File: src/common/pesr_pkg.sv
// Purpose: Shared constants for the pump enable and sense routing block
// Assumes: AXI4-Lite register access, 32-bit data, word-aligned registers
// Notes:   Offsets and field layouts are local choices, listed in the hand-over
package pesr_pkg;

	// ==========================================================
	// Chip operating modes (inputs to the block)
	typedef enum logic [2:0] {
		PESR_MODE_INIT,
		PESR_MODE_NORMAL,
		PESR_MODE_STOP,
		PESR_MODE_SLEEP,
		PESR_MODE_RESTART,
		PESR_MODE_FAILSAFE
	} pesr_mode_t;

	// ==========================================================
	// Register byte offsets
	localparam logic [7:0] PESR_OFS_PUMP   = 8'h00;
	localparam logic [7:0] PESR_OFS_MEAS   = 8'h04;
	localparam logic [7:0] PESR_OFS_IOCFG  = 8'h08;
	localparam logic [7:0] PESR_OFS_WAKE   = 8'h0C;
	localparam logic [7:0] PESR_OFS_STATUS = 8'h10;
	localparam logic [7:0] PESR_OFS_FLAGS  = 8'h14;

	// ==========================================================
	// Field positions
	localparam int PESR_B_PUMP_EN   = 0;
	localparam int PESR_B_LOCK      = 1;
	localparam int PESR_B_SS_LO     = 4;
	localparam int PESR_B_MEAS_EN   = 0;
	localparam int PESR_B_FO_TEST   = 4;
	localparam int PESR_B_SENSE_WAKE_ENABLE     = 0;
	localparam int PESR_B_IOWK_EN   = 1;
	localparam int PESR_B_OTHER_WK  = 2;
	localparam int PESR_B_PULL_LO   = 4;
	localparam int PESR_B_WCTRL_LO  = 8;
	localparam int PESR_B_ACC_FAULT = 0;
	localparam int PESR_B_WK_FLAG   = 1;
	localparam int PESR_B_IO_FLAG   = 2;
	localparam int PESR_B_WK_LVL    = 3;
	localparam int PESR_B_IO_LVL    = 4;

	// ==========================================================
	// Widths and encodings
	localparam int         PESR_SS_W     = 2;
	localparam int         PESR_IOCFG_W  = 3;
	localparam int         PESR_PULL_W   = 2;
	localparam int         PESR_WCTRL_W  = 4;
	localparam logic [2:0] PESR_IO_OFF   = 3'h0;
	localparam logic [2:0] PESR_IO_FAIL  = 3'h1;
	localparam logic [2:0] PESR_IO_WAKE  = 3'h2;
	localparam logic [1:0] PESR_RESP_OK  = 2'h0;
	localparam logic [1:0] PESR_RESP_ERR = 2'h2;

endpackage

File: src/hw/pesr_core.sv
// Purpose: Charge pump enable/lock/retention and high-voltage sense routing control
// Assumes: Operating mode and pin levels come from the chip; AXI4-Lite slave on aclk
// Notes:   Answers one write and one read at a time; reads on the accepting edge, writes one cycle after acceptance
//
// Summary of operation
// Pump off in init, switchable only in normal
// Lock bit set refuses pump enable changes
// Pump stays on through low-power and fail-safe modes
// Overvoltage never switches the pump off
// Pump enable bit reads back pump state
// Spread modulation rate field drives modulator select
// Measurement off and switch open after reset
// Measure enable closes switch only in normal
// Other modes open switch, setting stays stored
// Measurement disables pulls and gates pin signals
// Measurement ignores wake/io configs, writes still accepted
// Measurement stops wake flag and level updates
// Sleep with only gated wakes faults, goes restart
// Io config change during measurement sets fault
// Measure enable refused unless io pin off
// Measurement disables fail output, io and wake
// Fail-safe with measurement keeps config, switch open
// Fail-safe without measurement activates sense wake
// Wake enables stored but ignored during measurement
// Access fault stays set until software clears
//
// The placing of the registers and the AXI4-Lite interface to the registers are this design's own decisions.
`timescale 1ns/1ps
`default_nettype none

module pesr_core (
	input  wire logic                 aclk,
	input  wire logic                 aresetn,
	input  wire logic                 clk_en,
	// AXI4-Lite slave
	input  wire logic [7:0]           s_axi_awaddr,
	input  wire logic                 s_axi_awvalid,
	output var  logic                 s_axi_awready,
	input  wire logic [31:0]          s_axi_wdata,
	input  wire logic [3:0]           s_axi_wstrb,
	input  wire logic                 s_axi_wvalid,
	output var  logic                 s_axi_wready,
	output var  logic [1:0]           s_axi_bresp,
	output var  logic                 s_axi_bvalid,
	input  wire logic                 s_axi_bready,
	input  wire logic [7:0]           s_axi_araddr,
	input  wire logic                 s_axi_arvalid,
	output var  logic                 s_axi_arready,
	output var  logic [31:0]          s_axi_rdata,
	output var  logic [1:0]           s_axi_rresp,
	output var  logic                 s_axi_rvalid,
	input  wire logic                 s_axi_rready,
	// Chip side
	input  wire pesr_pkg::pesr_mode_t chip_mode,
	input  wire logic                 sleep_request,
	input  wire logic                 supply_overvoltage,
	input  wire logic                 hv_sense_input,
	input  wire logic                 io_pin_level,
	input  wire logic                 hv_sense_wake_event,
	input  wire logic                 io_pin_wake_event,
	input  wire logic                 fail_output_request,
	output var  logic                 pump_gate_output,
	output var  logic [1:0]           spread_mod_rate,
	output var  logic                 measure_switch,
	output var  logic                 pull_enable,
	output var  logic [1:0]           pull_config_out,
	output var  logic [3:0]           wake_control_out,
	output var  logic [2:0]           io_function_out,
	output var  logic                 fail_output,
	output var  logic                 sense_wake_active,
	output var  logic                 io_pin_wake_active,
	output var  logic                 restart_request
);
	import pesr_pkg::*;

	// ==========================================================
	// State
	typedef struct packed {
		logic        awdone;
		logic [7:0]  awaddr;
		logic        wdone;
		logic [31:0] wdata;
		logic [3:0]  wstrb;
		logic        bvalid;
		logic [1:0]  bresp;
		logic        rvalid;
		logic [31:0] rdata;
		logic [1:0]  rresp;
		logic        pump_en;
		logic        lock;
		logic [1:0]  ss_rate;
		logic        meas_en;
		logic        fo_test;
		logic [2:0]  io_cfg;
		logic        sense_wake_enable, iowk_en, other_wk;
		logic [1:0]  pull_cfg;
		logic [3:0]  wctrl;
		logic        acc_fault, wk_flag, io_flag, wk_lvl, io_lvl;
		logic        sense_s1, sense_s2, io_s1, io_s2;
		logic        wkev_s1, wkev_s2, ioev_s1, ioev_s2;
		logic        pump_out, switch_out, pull_out;
		logic [1:0]  pullc_out;
		logic [3:0]  wctrl_out;
		logic [2:0]  iofn_out;
		logic        fo_out, swk_out, iowk_out, restart_out;
		logic [1:0]  ss_out;
	} pesr_state_t;

	pesr_state_t st_reg;
	pesr_state_t st_next;

	logic        wr_fire;
	logic        rd_fire;
	logic        normal;
	logic        failsafe;
	logic [31:0] wd;
	logic        sleep_fault;
	logic        io_change;

	// Merge byte lanes into the current word for the addressed register
	function automatic logic [31:0] merge(input logic [31:0] old, input logic [31:0] nw, input logic [3:0] strb);
		logic [31:0] r;
		r = old;
		for (int i = 0; i < 4; i++) begin
			if (strb[i]) begin
				r[i*8 +: 8] = nw[i*8 +: 8];
			end
		end
		return r;
	endfunction

	// ==========================================================
	// Next-state logic
	always_comb begin
		st_next = st_reg;
		normal = (chip_mode == PESR_MODE_NORMAL);
		failsafe = (chip_mode == PESR_MODE_FAILSAFE);
		wr_fire = st_reg.awdone && st_reg.wdone && !st_reg.bvalid;
		rd_fire = s_axi_arvalid && !st_reg.rvalid;
		wd = 32'h0;
		io_change = 1'b0;
		// Only gated sources armed: sleep would never wake, so refuse it
		sleep_fault = sleep_request && st_reg.meas_en && !st_reg.other_wk
			&& (st_reg.sense_wake_enable || st_reg.iowk_en);

		// Address and data channels accepted independently, in any order
		if (s_axi_awvalid && !st_reg.awdone) begin
			st_next.awdone = 1'b1;
			st_next.awaddr = s_axi_awaddr;
		end
		if (s_axi_wvalid && !st_reg.wdone) begin
			st_next.wdone = 1'b1;
			st_next.wdata = s_axi_wdata;
			st_next.wstrb = s_axi_wstrb;
		end
		// Pin synchronisers; first stage feeds only the second
		st_next.sense_s1 = hv_sense_input;
		st_next.sense_s2 = st_reg.sense_s1;
		st_next.io_s1 = io_pin_level;
		st_next.io_s2 = st_reg.io_s1;
		st_next.wkev_s1 = hv_sense_wake_event;
		st_next.wkev_s2 = st_reg.wkev_s1;
		st_next.ioev_s1 = io_pin_wake_event;
		st_next.ioev_s2 = st_reg.ioev_s1;
		// Wake status follows pins only while measurement is off
		if (!st_reg.meas_en) begin
			st_next.wk_lvl = st_reg.sense_s2;
			st_next.io_lvl = st_reg.io_s2;
		end

		// Register writes
		if (wr_fire) begin
			st_next.awdone = 1'b0;
			st_next.wdone = 1'b0;
			st_next.bvalid = 1'b1;
			st_next.bresp = PESR_RESP_OK;
			case (st_reg.awaddr)
				PESR_OFS_PUMP: begin
					wd = merge({26'h0, st_reg.ss_rate, 2'h0, st_reg.lock, st_reg.pump_en},
						st_reg.wdata, st_reg.wstrb);
					// Lock freezes the enable; lock itself may still be cleared
					if (!st_reg.lock && normal) begin
						st_next.pump_en = wd[PESR_B_PUMP_EN];
					end
					st_next.lock = wd[PESR_B_LOCK];
					st_next.ss_rate = wd[PESR_B_SS_LO +: PESR_SS_W];
				end
				PESR_OFS_MEAS: begin
					wd = merge({27'h0, st_reg.fo_test, 3'h0, st_reg.meas_en},
						st_reg.wdata, st_reg.wstrb);
					// Setting measurement needs the io pin switched off first
					if (wd[PESR_B_MEAS_EN] && !st_reg.meas_en && st_reg.io_cfg != PESR_IO_OFF) begin
						st_next.acc_fault = 1'b1;
					end else begin
						st_next.meas_en = wd[PESR_B_MEAS_EN];
					end
					st_next.fo_test = wd[PESR_B_FO_TEST];
				end
				PESR_OFS_IOCFG: begin
					wd = merge({29'h0, st_reg.io_cfg}, st_reg.wdata, st_reg.wstrb);
					io_change = (wd[PESR_IOCFG_W-1:0] != st_reg.io_cfg);
					st_next.io_cfg = wd[PESR_IOCFG_W-1:0];
					if (io_change && st_reg.meas_en) begin
						st_next.acc_fault = 1'b1;
					end
				end
				PESR_OFS_WAKE: begin
					wd = merge({20'h0, st_reg.wctrl, 2'h0, st_reg.pull_cfg, 1'b0,
						st_reg.other_wk, st_reg.iowk_en, st_reg.sense_wake_enable}, st_reg.wdata, st_reg.wstrb);
					st_next.sense_wake_enable = wd[PESR_B_SENSE_WAKE_ENABLE];
					st_next.iowk_en = wd[PESR_B_IOWK_EN];
					st_next.other_wk = wd[PESR_B_OTHER_WK];
					st_next.pull_cfg = wd[PESR_B_PULL_LO +: PESR_PULL_W];
					st_next.wctrl = wd[PESR_B_WCTRL_LO +: PESR_WCTRL_W];
				end
				PESR_OFS_FLAGS: begin
					// Write one to clear the sticky flags
					if (st_reg.wstrb[0]) begin
						if (st_reg.wdata[PESR_B_ACC_FAULT]) st_next.acc_fault = 1'b0;
						if (st_reg.wdata[PESR_B_WK_FLAG]) st_next.wk_flag = 1'b0;
						if (st_reg.wdata[PESR_B_IO_FLAG]) st_next.io_flag = 1'b0;
					end
				end
				PESR_OFS_STATUS: st_next.bresp = PESR_RESP_OK;
				default: st_next.bresp = PESR_RESP_ERR;
			endcase
		end
		if (st_reg.bvalid && s_axi_bready) begin
			st_next.bvalid = 1'b0;
		end
		// Hardware sets win over software clears
		if (!st_reg.meas_en && st_reg.wkev_s2) st_next.wk_flag = 1'b1;
		if (!st_reg.meas_en && st_reg.ioev_s2) st_next.io_flag = 1'b1;
		if (sleep_fault) st_next.acc_fault = 1'b1;
		// Pump off in init; other modes keep whatever was set (no overvoltage term)
		if (chip_mode == PESR_MODE_INIT) begin
			st_next.pump_en = 1'b0;
		end
		// Register reads
		if (rd_fire) begin
			st_next.rvalid = 1'b1;
			st_next.rresp = PESR_RESP_OK;
			case (s_axi_araddr)
				PESR_OFS_PUMP:   st_next.rdata = {26'h0, st_reg.ss_rate, 2'h0, st_reg.lock,
					st_reg.pump_en};
				PESR_OFS_MEAS:   st_next.rdata = {27'h0, st_reg.fo_test, 3'h0, st_reg.meas_en};
				PESR_OFS_IOCFG:  st_next.rdata = {29'h0, st_reg.io_cfg};
				PESR_OFS_WAKE:   st_next.rdata = {20'h0, st_reg.wctrl, 2'h0, st_reg.pull_cfg,
					1'b0, st_reg.other_wk, st_reg.iowk_en, st_reg.sense_wake_enable};
				PESR_OFS_STATUS: st_next.rdata = {25'h0, st_reg.switch_out, st_reg.pump_out,
					st_reg.io_lvl, st_reg.wk_lvl, 3'h0};
				PESR_OFS_FLAGS:  st_next.rdata = {29'h0, st_reg.io_flag, st_reg.wk_flag,
					st_reg.acc_fault};
				default: begin
					st_next.rdata = 32'h0;
					st_next.rresp = PESR_RESP_ERR;
				end
			endcase
		end
		if (st_reg.rvalid && s_axi_rready) begin
			st_next.rvalid = 1'b0;
		end

		// Output stage, all registered
		st_next.pump_out = st_reg.pump_en;
		st_next.ss_out = st_reg.ss_rate;
		st_next.switch_out = st_reg.meas_en && normal;
		st_next.pull_out = !st_reg.meas_en;
		st_next.pullc_out = st_reg.meas_en ? 2'h0 : st_reg.pull_cfg;
		st_next.wctrl_out = st_reg.meas_en ? 4'h0 : st_reg.wctrl;
		st_next.iofn_out = st_reg.meas_en ? PESR_IO_OFF : st_reg.io_cfg;
		st_next.fo_out = !st_reg.meas_en && st_reg.io_cfg == PESR_IO_FAIL
			&& (st_reg.fo_test || fail_output_request);
		st_next.swk_out = !st_reg.meas_en && (st_reg.sense_wake_enable || failsafe);
		st_next.iowk_out = !st_reg.meas_en && st_reg.iowk_en && st_reg.io_cfg == PESR_IO_WAKE;
		st_next.restart_out = sleep_fault;
	end

	// ==========================================================
	// State register; clock enable freezes everything
	always_ff @(posedge aclk) begin
		if (!aresetn) begin
			st_reg <= '0;
		end else if (clk_en) begin
			st_reg <= st_next;
		end
	end

	// Port mapping
	assign s_axi_awready = !st_reg.awdone;
	assign s_axi_wready = !st_reg.wdone;
	assign s_axi_bvalid = st_reg.bvalid;
	assign s_axi_bresp = st_reg.bresp;
	assign s_axi_arready = !st_reg.rvalid;
	assign s_axi_rvalid = st_reg.rvalid;
	assign s_axi_rdata = st_reg.rdata;
	assign s_axi_rresp = st_reg.rresp;
	assign pump_gate_output = st_reg.pump_out;
	assign spread_mod_rate = st_reg.ss_out;
	assign measure_switch = st_reg.switch_out;
	assign pull_enable = st_reg.pull_out;
	assign pull_config_out = st_reg.pullc_out;
	assign wake_control_out = st_reg.wctrl_out;
	assign io_function_out = st_reg.iofn_out;
	assign fail_output = st_reg.fo_out;
	assign sense_wake_active = st_reg.swk_out;
	assign io_pin_wake_active = st_reg.iowk_out;
	assign restart_request = st_reg.restart_out;
endmodule

`default_nettype wire
File: config.mk
export PLATFORM = sky130hd
export DESIGN_NAME = pesr_core
export DESIGN_NICKNAME = d
export VERILOG_FILES = /design/src/common/pesr_pkg.sv /design/src/hw/pesr_core.sv
export SDC_FILE = /design/constraint.sdc
export NUM_CORES = 1
export LEC_CHECK = 0
export ABC_AREA = 1
export CAP_MARGIN = 20
export CORE_ASPECT_RATIO = 1.1
export CORE_MARGIN = 2
export CORE_UTILIZATION = 30
export CTS_CLUSTER_SIZE = 25
export DETAILED_ROUTE_END_ITERATION = 12
export DONT_BUFFER_PORTS = 1
export PLACE_DENSITY = 0.52
export SLEW_MARGIN = 25
export SYNTH_ARGS = -nofsm -noshare
export SYNTH_HDL_FRONTEND = slang
export SYNTH_SLANG_ARGS = --single-unit
export TNS_END_PERCENT = 100
File: constraint.sdc
create_clock -name aclk -period 1.74 [get_ports aclk]
set_input_delay 0.174 -clock aclk [delete_from_list [all_inputs] [get_ports aclk]]
set_output_delay 0.174 -clock aclk [all_outputs]
set_load 0.01 [all_outputs]
==> qor.yml, run 1 <==
synth-main-ff-cell: "dfxtp_1"
hp-start: "s_axi_wstrb[1]"
area_growth_pct: 7.89
hold_viol_final: 0
cts_setup_buffers: 0
synthXorXnorAreaFrac: 0
slew_violations: 0
clock-sinks: 85
syn_area_per_cell_um2: 7.39
clock.fmax_ghz: 0.658
grt_max_degree: 58
critPathKind: "flop to flop"
core_um2: 12600
cts_hold_buf: 11
synth_most_common_cell: "nand2_1"
post-route-period-util: 0.873
cts_buffer_depth: 2
grt_pass1_vias: 2943
vias: 3243
initial_utilization: 0.309
tightest_slew_ns: 0.551
largest_register_ffs: 45
hp-class: "primary input to flop"
die_h_um: 124
synth_mux_area_frac: 0
grt_overflow: 0
status: "complete, no violations"
reg2reg_from: "st_reg[128]"
holdPathEnd: "st_reg[88]"
vias_per_cell: 4.80
min_period_ns: 1.52
worstPathArrival_ns: 1.76
totalPowerFinal_uw: 4250
cts_root_buf: "clkbuf_16"
fp.dieArea_um2: 13900
synth_common_cells: "nand2_1 (90), dfxtp_1 (85), a21oi_1 (63), o21ai_0 (57), nor2_1 (54)"
ctsHtreeMaxLevel: 3
power_leakage_uw: 0.00168
p_sw_frac: 0.243
seq_area_frac_synth: 0.436
endpoint_kind: "flop"
clk_pin_slew_worst_paths_ns: 0.06
diodes: 0
port_buffers: 0
synth_top_area_frac: 0.436
synth_top_family_by_area: "simple AND/OR/NAND/NOR gates"
synth_area_leaders: "dfxtp_1 (44%), buf_4 (9.2%), nand2_1 (8.7%), a21oi_1 (8.1%), o21ai_0 (7.3%)"
cts_resized: 0
maxCapViolCount: 0
cts_tree: "built"
synth_cell_types: 33
layout-drive-gt1-share: 0.0790
ir_drop_v: 0.000538
synth_warnings: 0
p_seq_frac: 0.486
critPathLaunchType: "flop"
switchingPower_uw: 1030
drt-total-wl_um: 9870
slew_headroom: 0.632
r2r-end: "st_reg[30]"
setup_viol: 0
power.internal_uw: 3220
gp_congestion: 0.860
antenna_found_initial: 0
insertion_delay_ns: 0.34
power_density_nw_per_um2: 1010
comb_power_share: 0.078
yosys.area.top_type: "dfxtp_1"
clockPowerShare: 0.435
nFillCells: 1366
r2r_cells: 10
skew_ns: 0.00539
drc: 0
synth_area_um2: 3900
cts_buffers: 9
wl_per_cell_um: 14.6
tns_ns: 0
final_nets: 585
synthAdderAreaFrac: 0
required_ns: 1.98
critPathMaxFanout: 5
hold_depth: 2
die_w_um: 113
ioPinCount: 129
ant_nets: 0
first_pass_iters: 7
track_usage: 0.145
yosys.area_share.simple: 0.218
synthArstFlopShare: 0
rsz0062_at_grt: "false"
synth_compound_area_frac: 0.189
synth_edf_count: 0
rows: 43
drtIter0Drc: 188
syn_inst: 528
grt_pass1_wl_um: 15900
ys_seq_elements: 85
dpl.hpwl_um: 7180
rrSetupSlack_ns: 0.22
[area by class of cell]
cell class | count | area, um^2 | share of cell area
tap | 157 | 196 | 0.0467
sequential | 85 | 1700 | 0.404
timing repair buffer | 18 | 173 | 0.0410
multi-input combinational | 352 | 1670 | 0.397
inverter | 49 | 184 | 0.0437
clock inverter | 4 | 50.0 | 0.0119
clock buffer | 11 | 233 | 0.0553
[critical path, stage by stage (launching register included)]
cell and delay [ns]:
dfxtp_1 0.34, inv_2 0.08, nand2_1 0.08, nor2_4 0.15
nand2_2 0.09, nor3_1 0.29, nand2_1 0.12, nand3_1 0.10
nand3_1 0.07, nand2_1 0.06, inv_1 0.03
[logic make-up (layout without fill, tap and decap cells)]
kind of cell	Yosys count	after routing
simple gates	188	188
compound gates	141	141
buf+inv	113	82
other cells	1	23
flops	85	85
[layer usage]
layer | up-vias | GRT usage | part of all wire | routed length, um
met5 | - | 0 | 0 | 0
met4 | 0 | 0.0343 | 0.010 | 100
met3 | 9 | 0.0501 | 0.082 | 811
met2 | 117 | 0.228 | 0.45 | 4420
met1 | 1480 | 0.194 | 0.46 | 4540
li1 | 1637 | - | - | -
[cell usage in the layout (no fill, tap or decap), drive strengths merged, types with 2 or more instances in the layout]
cell         instances
o31ai                2
o2111ai              2
dlygate4sd3         10
nand4                3
conb                23
clkinv               2
inv                 48
nand2               94
nand3               21
dfxtp               85
a31oi                3
o21ai               67
nor3                 7
a21oi               63
clkinvlp             2
buf                  8
clkbuf              11
nor2                61
[worst max-delay path by stage]
| stage | startpoint | to | slack (ns) |
|---|---|---|---|
| after CTS | st_reg[128] | st_reg[33] | 0.21 |
| after global routing | st_reg[131] | st_reg[30] | 0.02 |
| final | st_reg[128] | st_reg[30] | 0.22 |
| after global placement | st_reg[123] | st_next[17] | 0.25 |
| after floorplan | st_reg[123] | st_next[17] | 0.43 |
| after detailed placement | st_reg[128] | st_reg[33] | 0.22 |
[metrics by stage]
stage	hold slack (ns)	setup WS, ns	utilization	instances	instance area [um^2]
after floorplan	0.309	0.426	-	550	3990
after global placement	0.270	0.250	0.301	650	3810
after detailed placement	0.275	0.221	0.301	650	3810
after CTS	0.00277	0.210	0.333	676	4210
after global routing	0.0103	0.0231	0.333	676	4210
final	0.0105	0.221	0.333	676	4210
[power by group through the flow]
stage / Clock (uW) / Sequential (uW) / Combinational, uW
after floorplan: 0 / 2090 / 317
after global placement: 0 / 2110 / 289
after detailed placement: 0 / 2110 / 293
after CTS: 1900 / 2070 / 336
after global routing: 2010 / 2080 / 384
final: 1850 / 2070 / 333
No activity file was read; power rests on OpenSTA's default activity.
==> inputs of run 2 (changes only) <==
Settings changed: ABC_AREA 1 to not set, GPL_ROUTABILITY_DRIVEN set to 0.
==> run 2 against run 1 <==
The run now ends with hold timing, setup timing left. Fmax down 20%. Worst hold slack lost 0.046 ns. Final cell count fell by 6.1%. Core utilization up 3.5 points.
==> qor.yml, run 2 <==
die_w_um: 115
clockPowerShare: 0.445
violations: "hold timing, setup timing"
hp-start: "aresetn"
required_ns: 2.01
rsz0062_at_grt: "true"
synth_edf_count: 0
clock.fmax_ghz: 0.528
yosys.area.top_type: "dfxtp_1"
p_sw_frac: 0.240
power_leakage_uw: 0.00197
synth_area_um2: 4060
initial_utilization: 0.307
final_nets: 539
drc: 0
area_growth_pct: 19.6
antenna_found_initial: 0
postLayoutCoreUtil: 0.368
synthArstFlopShare: 0
hp-class: "primary input to flop"
track_usage: 0.134
hold_depth: 1
r2r_cells: 6
seqCellArea_um2: 1700
cts_buffers: 9
layout_common_cells: "dfxtp_1 (83), nor2b_1 (70), mux2i_1 (53), buf_4 (37), dlygate4sd3_1 (31)"
hold_viol_final: 45
synth_common_cells: "dfxtp_1 (85), nor2b_1 (71), mux2i_1 (54), buf_4 (48), nand2_1 (28)"
layout-drive-gt1-share: 0.156
multi_input_area_um2: 1980
timing.hold.ws_ns: -0.0357
clk_pin_slew_worst_paths_ns: 0.07
holdPathEnd: "io_pin_wake_active"
synth_top_area_frac: 0.419
core_um2: 13200
synth_mux_area_frac: 0.136
synth_area_leaders: "dfxtp_1 (42%), mux2i_1 (13%), nor2b_1 (11%), buf_4 (8.9%), nand2_1 (2.6%)"
synth_most_common_cell: "dfxtp_1"
reg2reg_from: "st_reg[125]"
comb_power_share: 0.075
ctsHtreeMaxLevel: 3
synth_cell_types: 52
tns_ns: -1.43
switchingPower_uw: 1010
grt_pass1_vias: 2879
place_ws_ns: -0.119
largest_register_ffs: 45
post-route-period-util: 1.09
dpl.hpwl_um: 6670
ys_seq_elements: 85
cts_buffer_depth: 2
rrSetupSlack_ns: -0.15
slew_violations: 0
crit_chain: "or4_4 -> nor3_4 -> buf_4 -> nand3_2 -> or3b_1 -> a21boi_1"
rows: 44
power.internal_uw: 3190
worstPathArrival_ns: 2.17
seq_area_frac_synth: 0.419
drtIter0Drc: 87
dpl.cell_count: 579
synthXorXnorAreaFrac: 0.00647
p_seq_frac: 0.480
fp.dieArea_um2: 14500
syn_inst: 436
synth_warnings: 0
cts_tree: "built"
critPathMaxFanout: 6
drt-total-wl_um: 9680
vias: 2932
setup_viol: 17
endpoint_kind: "flop"
maxCapViolCount: 0
skew_ns: 0.00760
power_density_nw_per_um2: 865
critPathKind: "flop to flop"
synth_top_family_by_area: "simple AND/OR/NAND/NOR gates"
grt_overflow: 0
setup_ws_ns: -0.153
nFillCells: 1340
r2r-end: "st_reg[44]"
diodes: 0
ant_nets: 0
slowest_stage: "or4_4"
final_common_cell: "dfxtp_1"
grt_pass1_wl_um: 15200
ioPinCount: 129
critPathMaxStageDelay_ns: 0.56
vias_per_cell: 4.62
synth_compound_area_frac: 0.0924
die_h_um: 126
cts_hold_buf: 31
insertion_delay_ns: 0.34
wl_per_cell_um: 15.3
cts_root_buf: "clkbuf_16"
port_buffers: 0
synthAdderAreaFrac: 0
fin_cells: 635
yosys.area_share.simple: 0.223
ir_drop_v: 0.000501
grt_max_degree: 84
first_pass_iters: 4
critPathLaunchType: "flop"
status: "finished with violations"
synth-main-ff-cell: "dfxtp_1"
clock-sinks: 85
min_period_ns: 1.89
syn_area_per_cell_um2: 9.32
-- run 2: metal layers --
metal  part of all wire  global-route usage
met2               0.46               0.212
met5                  0                   0
met3              0.089              0.0500
met1               0.44               0.167
met4              0.010              0.0489
-- run 2: critical path: cells and delay by family, from the launching register on --
| kind | cells | cell delay, ns |
|---|---|---|
| AO/OA/AOI/OAI | 1 | 0.15 |
| flip-flops | 1 | 0.32 |
| AND/OR/NAND/NOR | 4 | 1.20 |
| buffers and inverters | 1 | 0.16 |
-- run 2: final cells by class --
type | instances | share of cell area
multi-input cells | 289 | 0.407
inverters | 11 | 0.00850
flip-flops and latches | 85 | 0.351
clock buffers | 10 | 0.0492
well taps | 161 | 0.0415
clock inverters | 6 | 0.0108
repair buffers | 73 | 0.132
-- run 2: cell families after synthesis --
logic type / after synthesis
and+or+nand+nor: 150
AOI/OAI and AO/OA: 58
buffers and inverters: 84
xor gates and xnor gates: 3
other: 1
muxes: 55
DFF: 85
-- run 2: worst max-delay path by stage --
stage,cells after the start,slack (ns),from,endpoint
after floorplan,5,-0.05,st_reg[125],st_reg[30]
after global placement,6,-0.11,st_reg[125],st_reg[35]
after detailed placement,6,-0.12,st_reg[125],st_reg[38]
after CTS,6,-0.12,st_reg[125],st_reg[44]
after global routing,6,-0.25,st_reg[125],st_reg[44]
final,6,-0.15,st_reg[125],st_reg[44]
-- run 2: repair_timing --
item	4_1_cts	5_1_grt
resized for setup	4	15
endpoints found under the hold margin	80	46
endpoints found under the setup margin	19	30
pin swaps	1	6
cloned	0	1
buffers inserted	2	6
-- run 2: per-stage QoR --
step	instance area [um^2]	total power (uW)
2_1_floorplan	4160	2320
3_3_place_gp	4150	2310
3_5_place_dp	4150	2320
4_1_cts	4770	4230
5_1_grt	4860	4370
6_report	4860	4200
-- run 2: power groups by stage --
stage                     clock network, uW  logic [uW]  registers [uW]
after floorplan                           0         259            2060
after CTS                              1920         290            2020
after detailed placement                  0         257            2060
final                                  1870         314            2020
after global routing                   2000         343            2020
after global placement                    0         253            2060
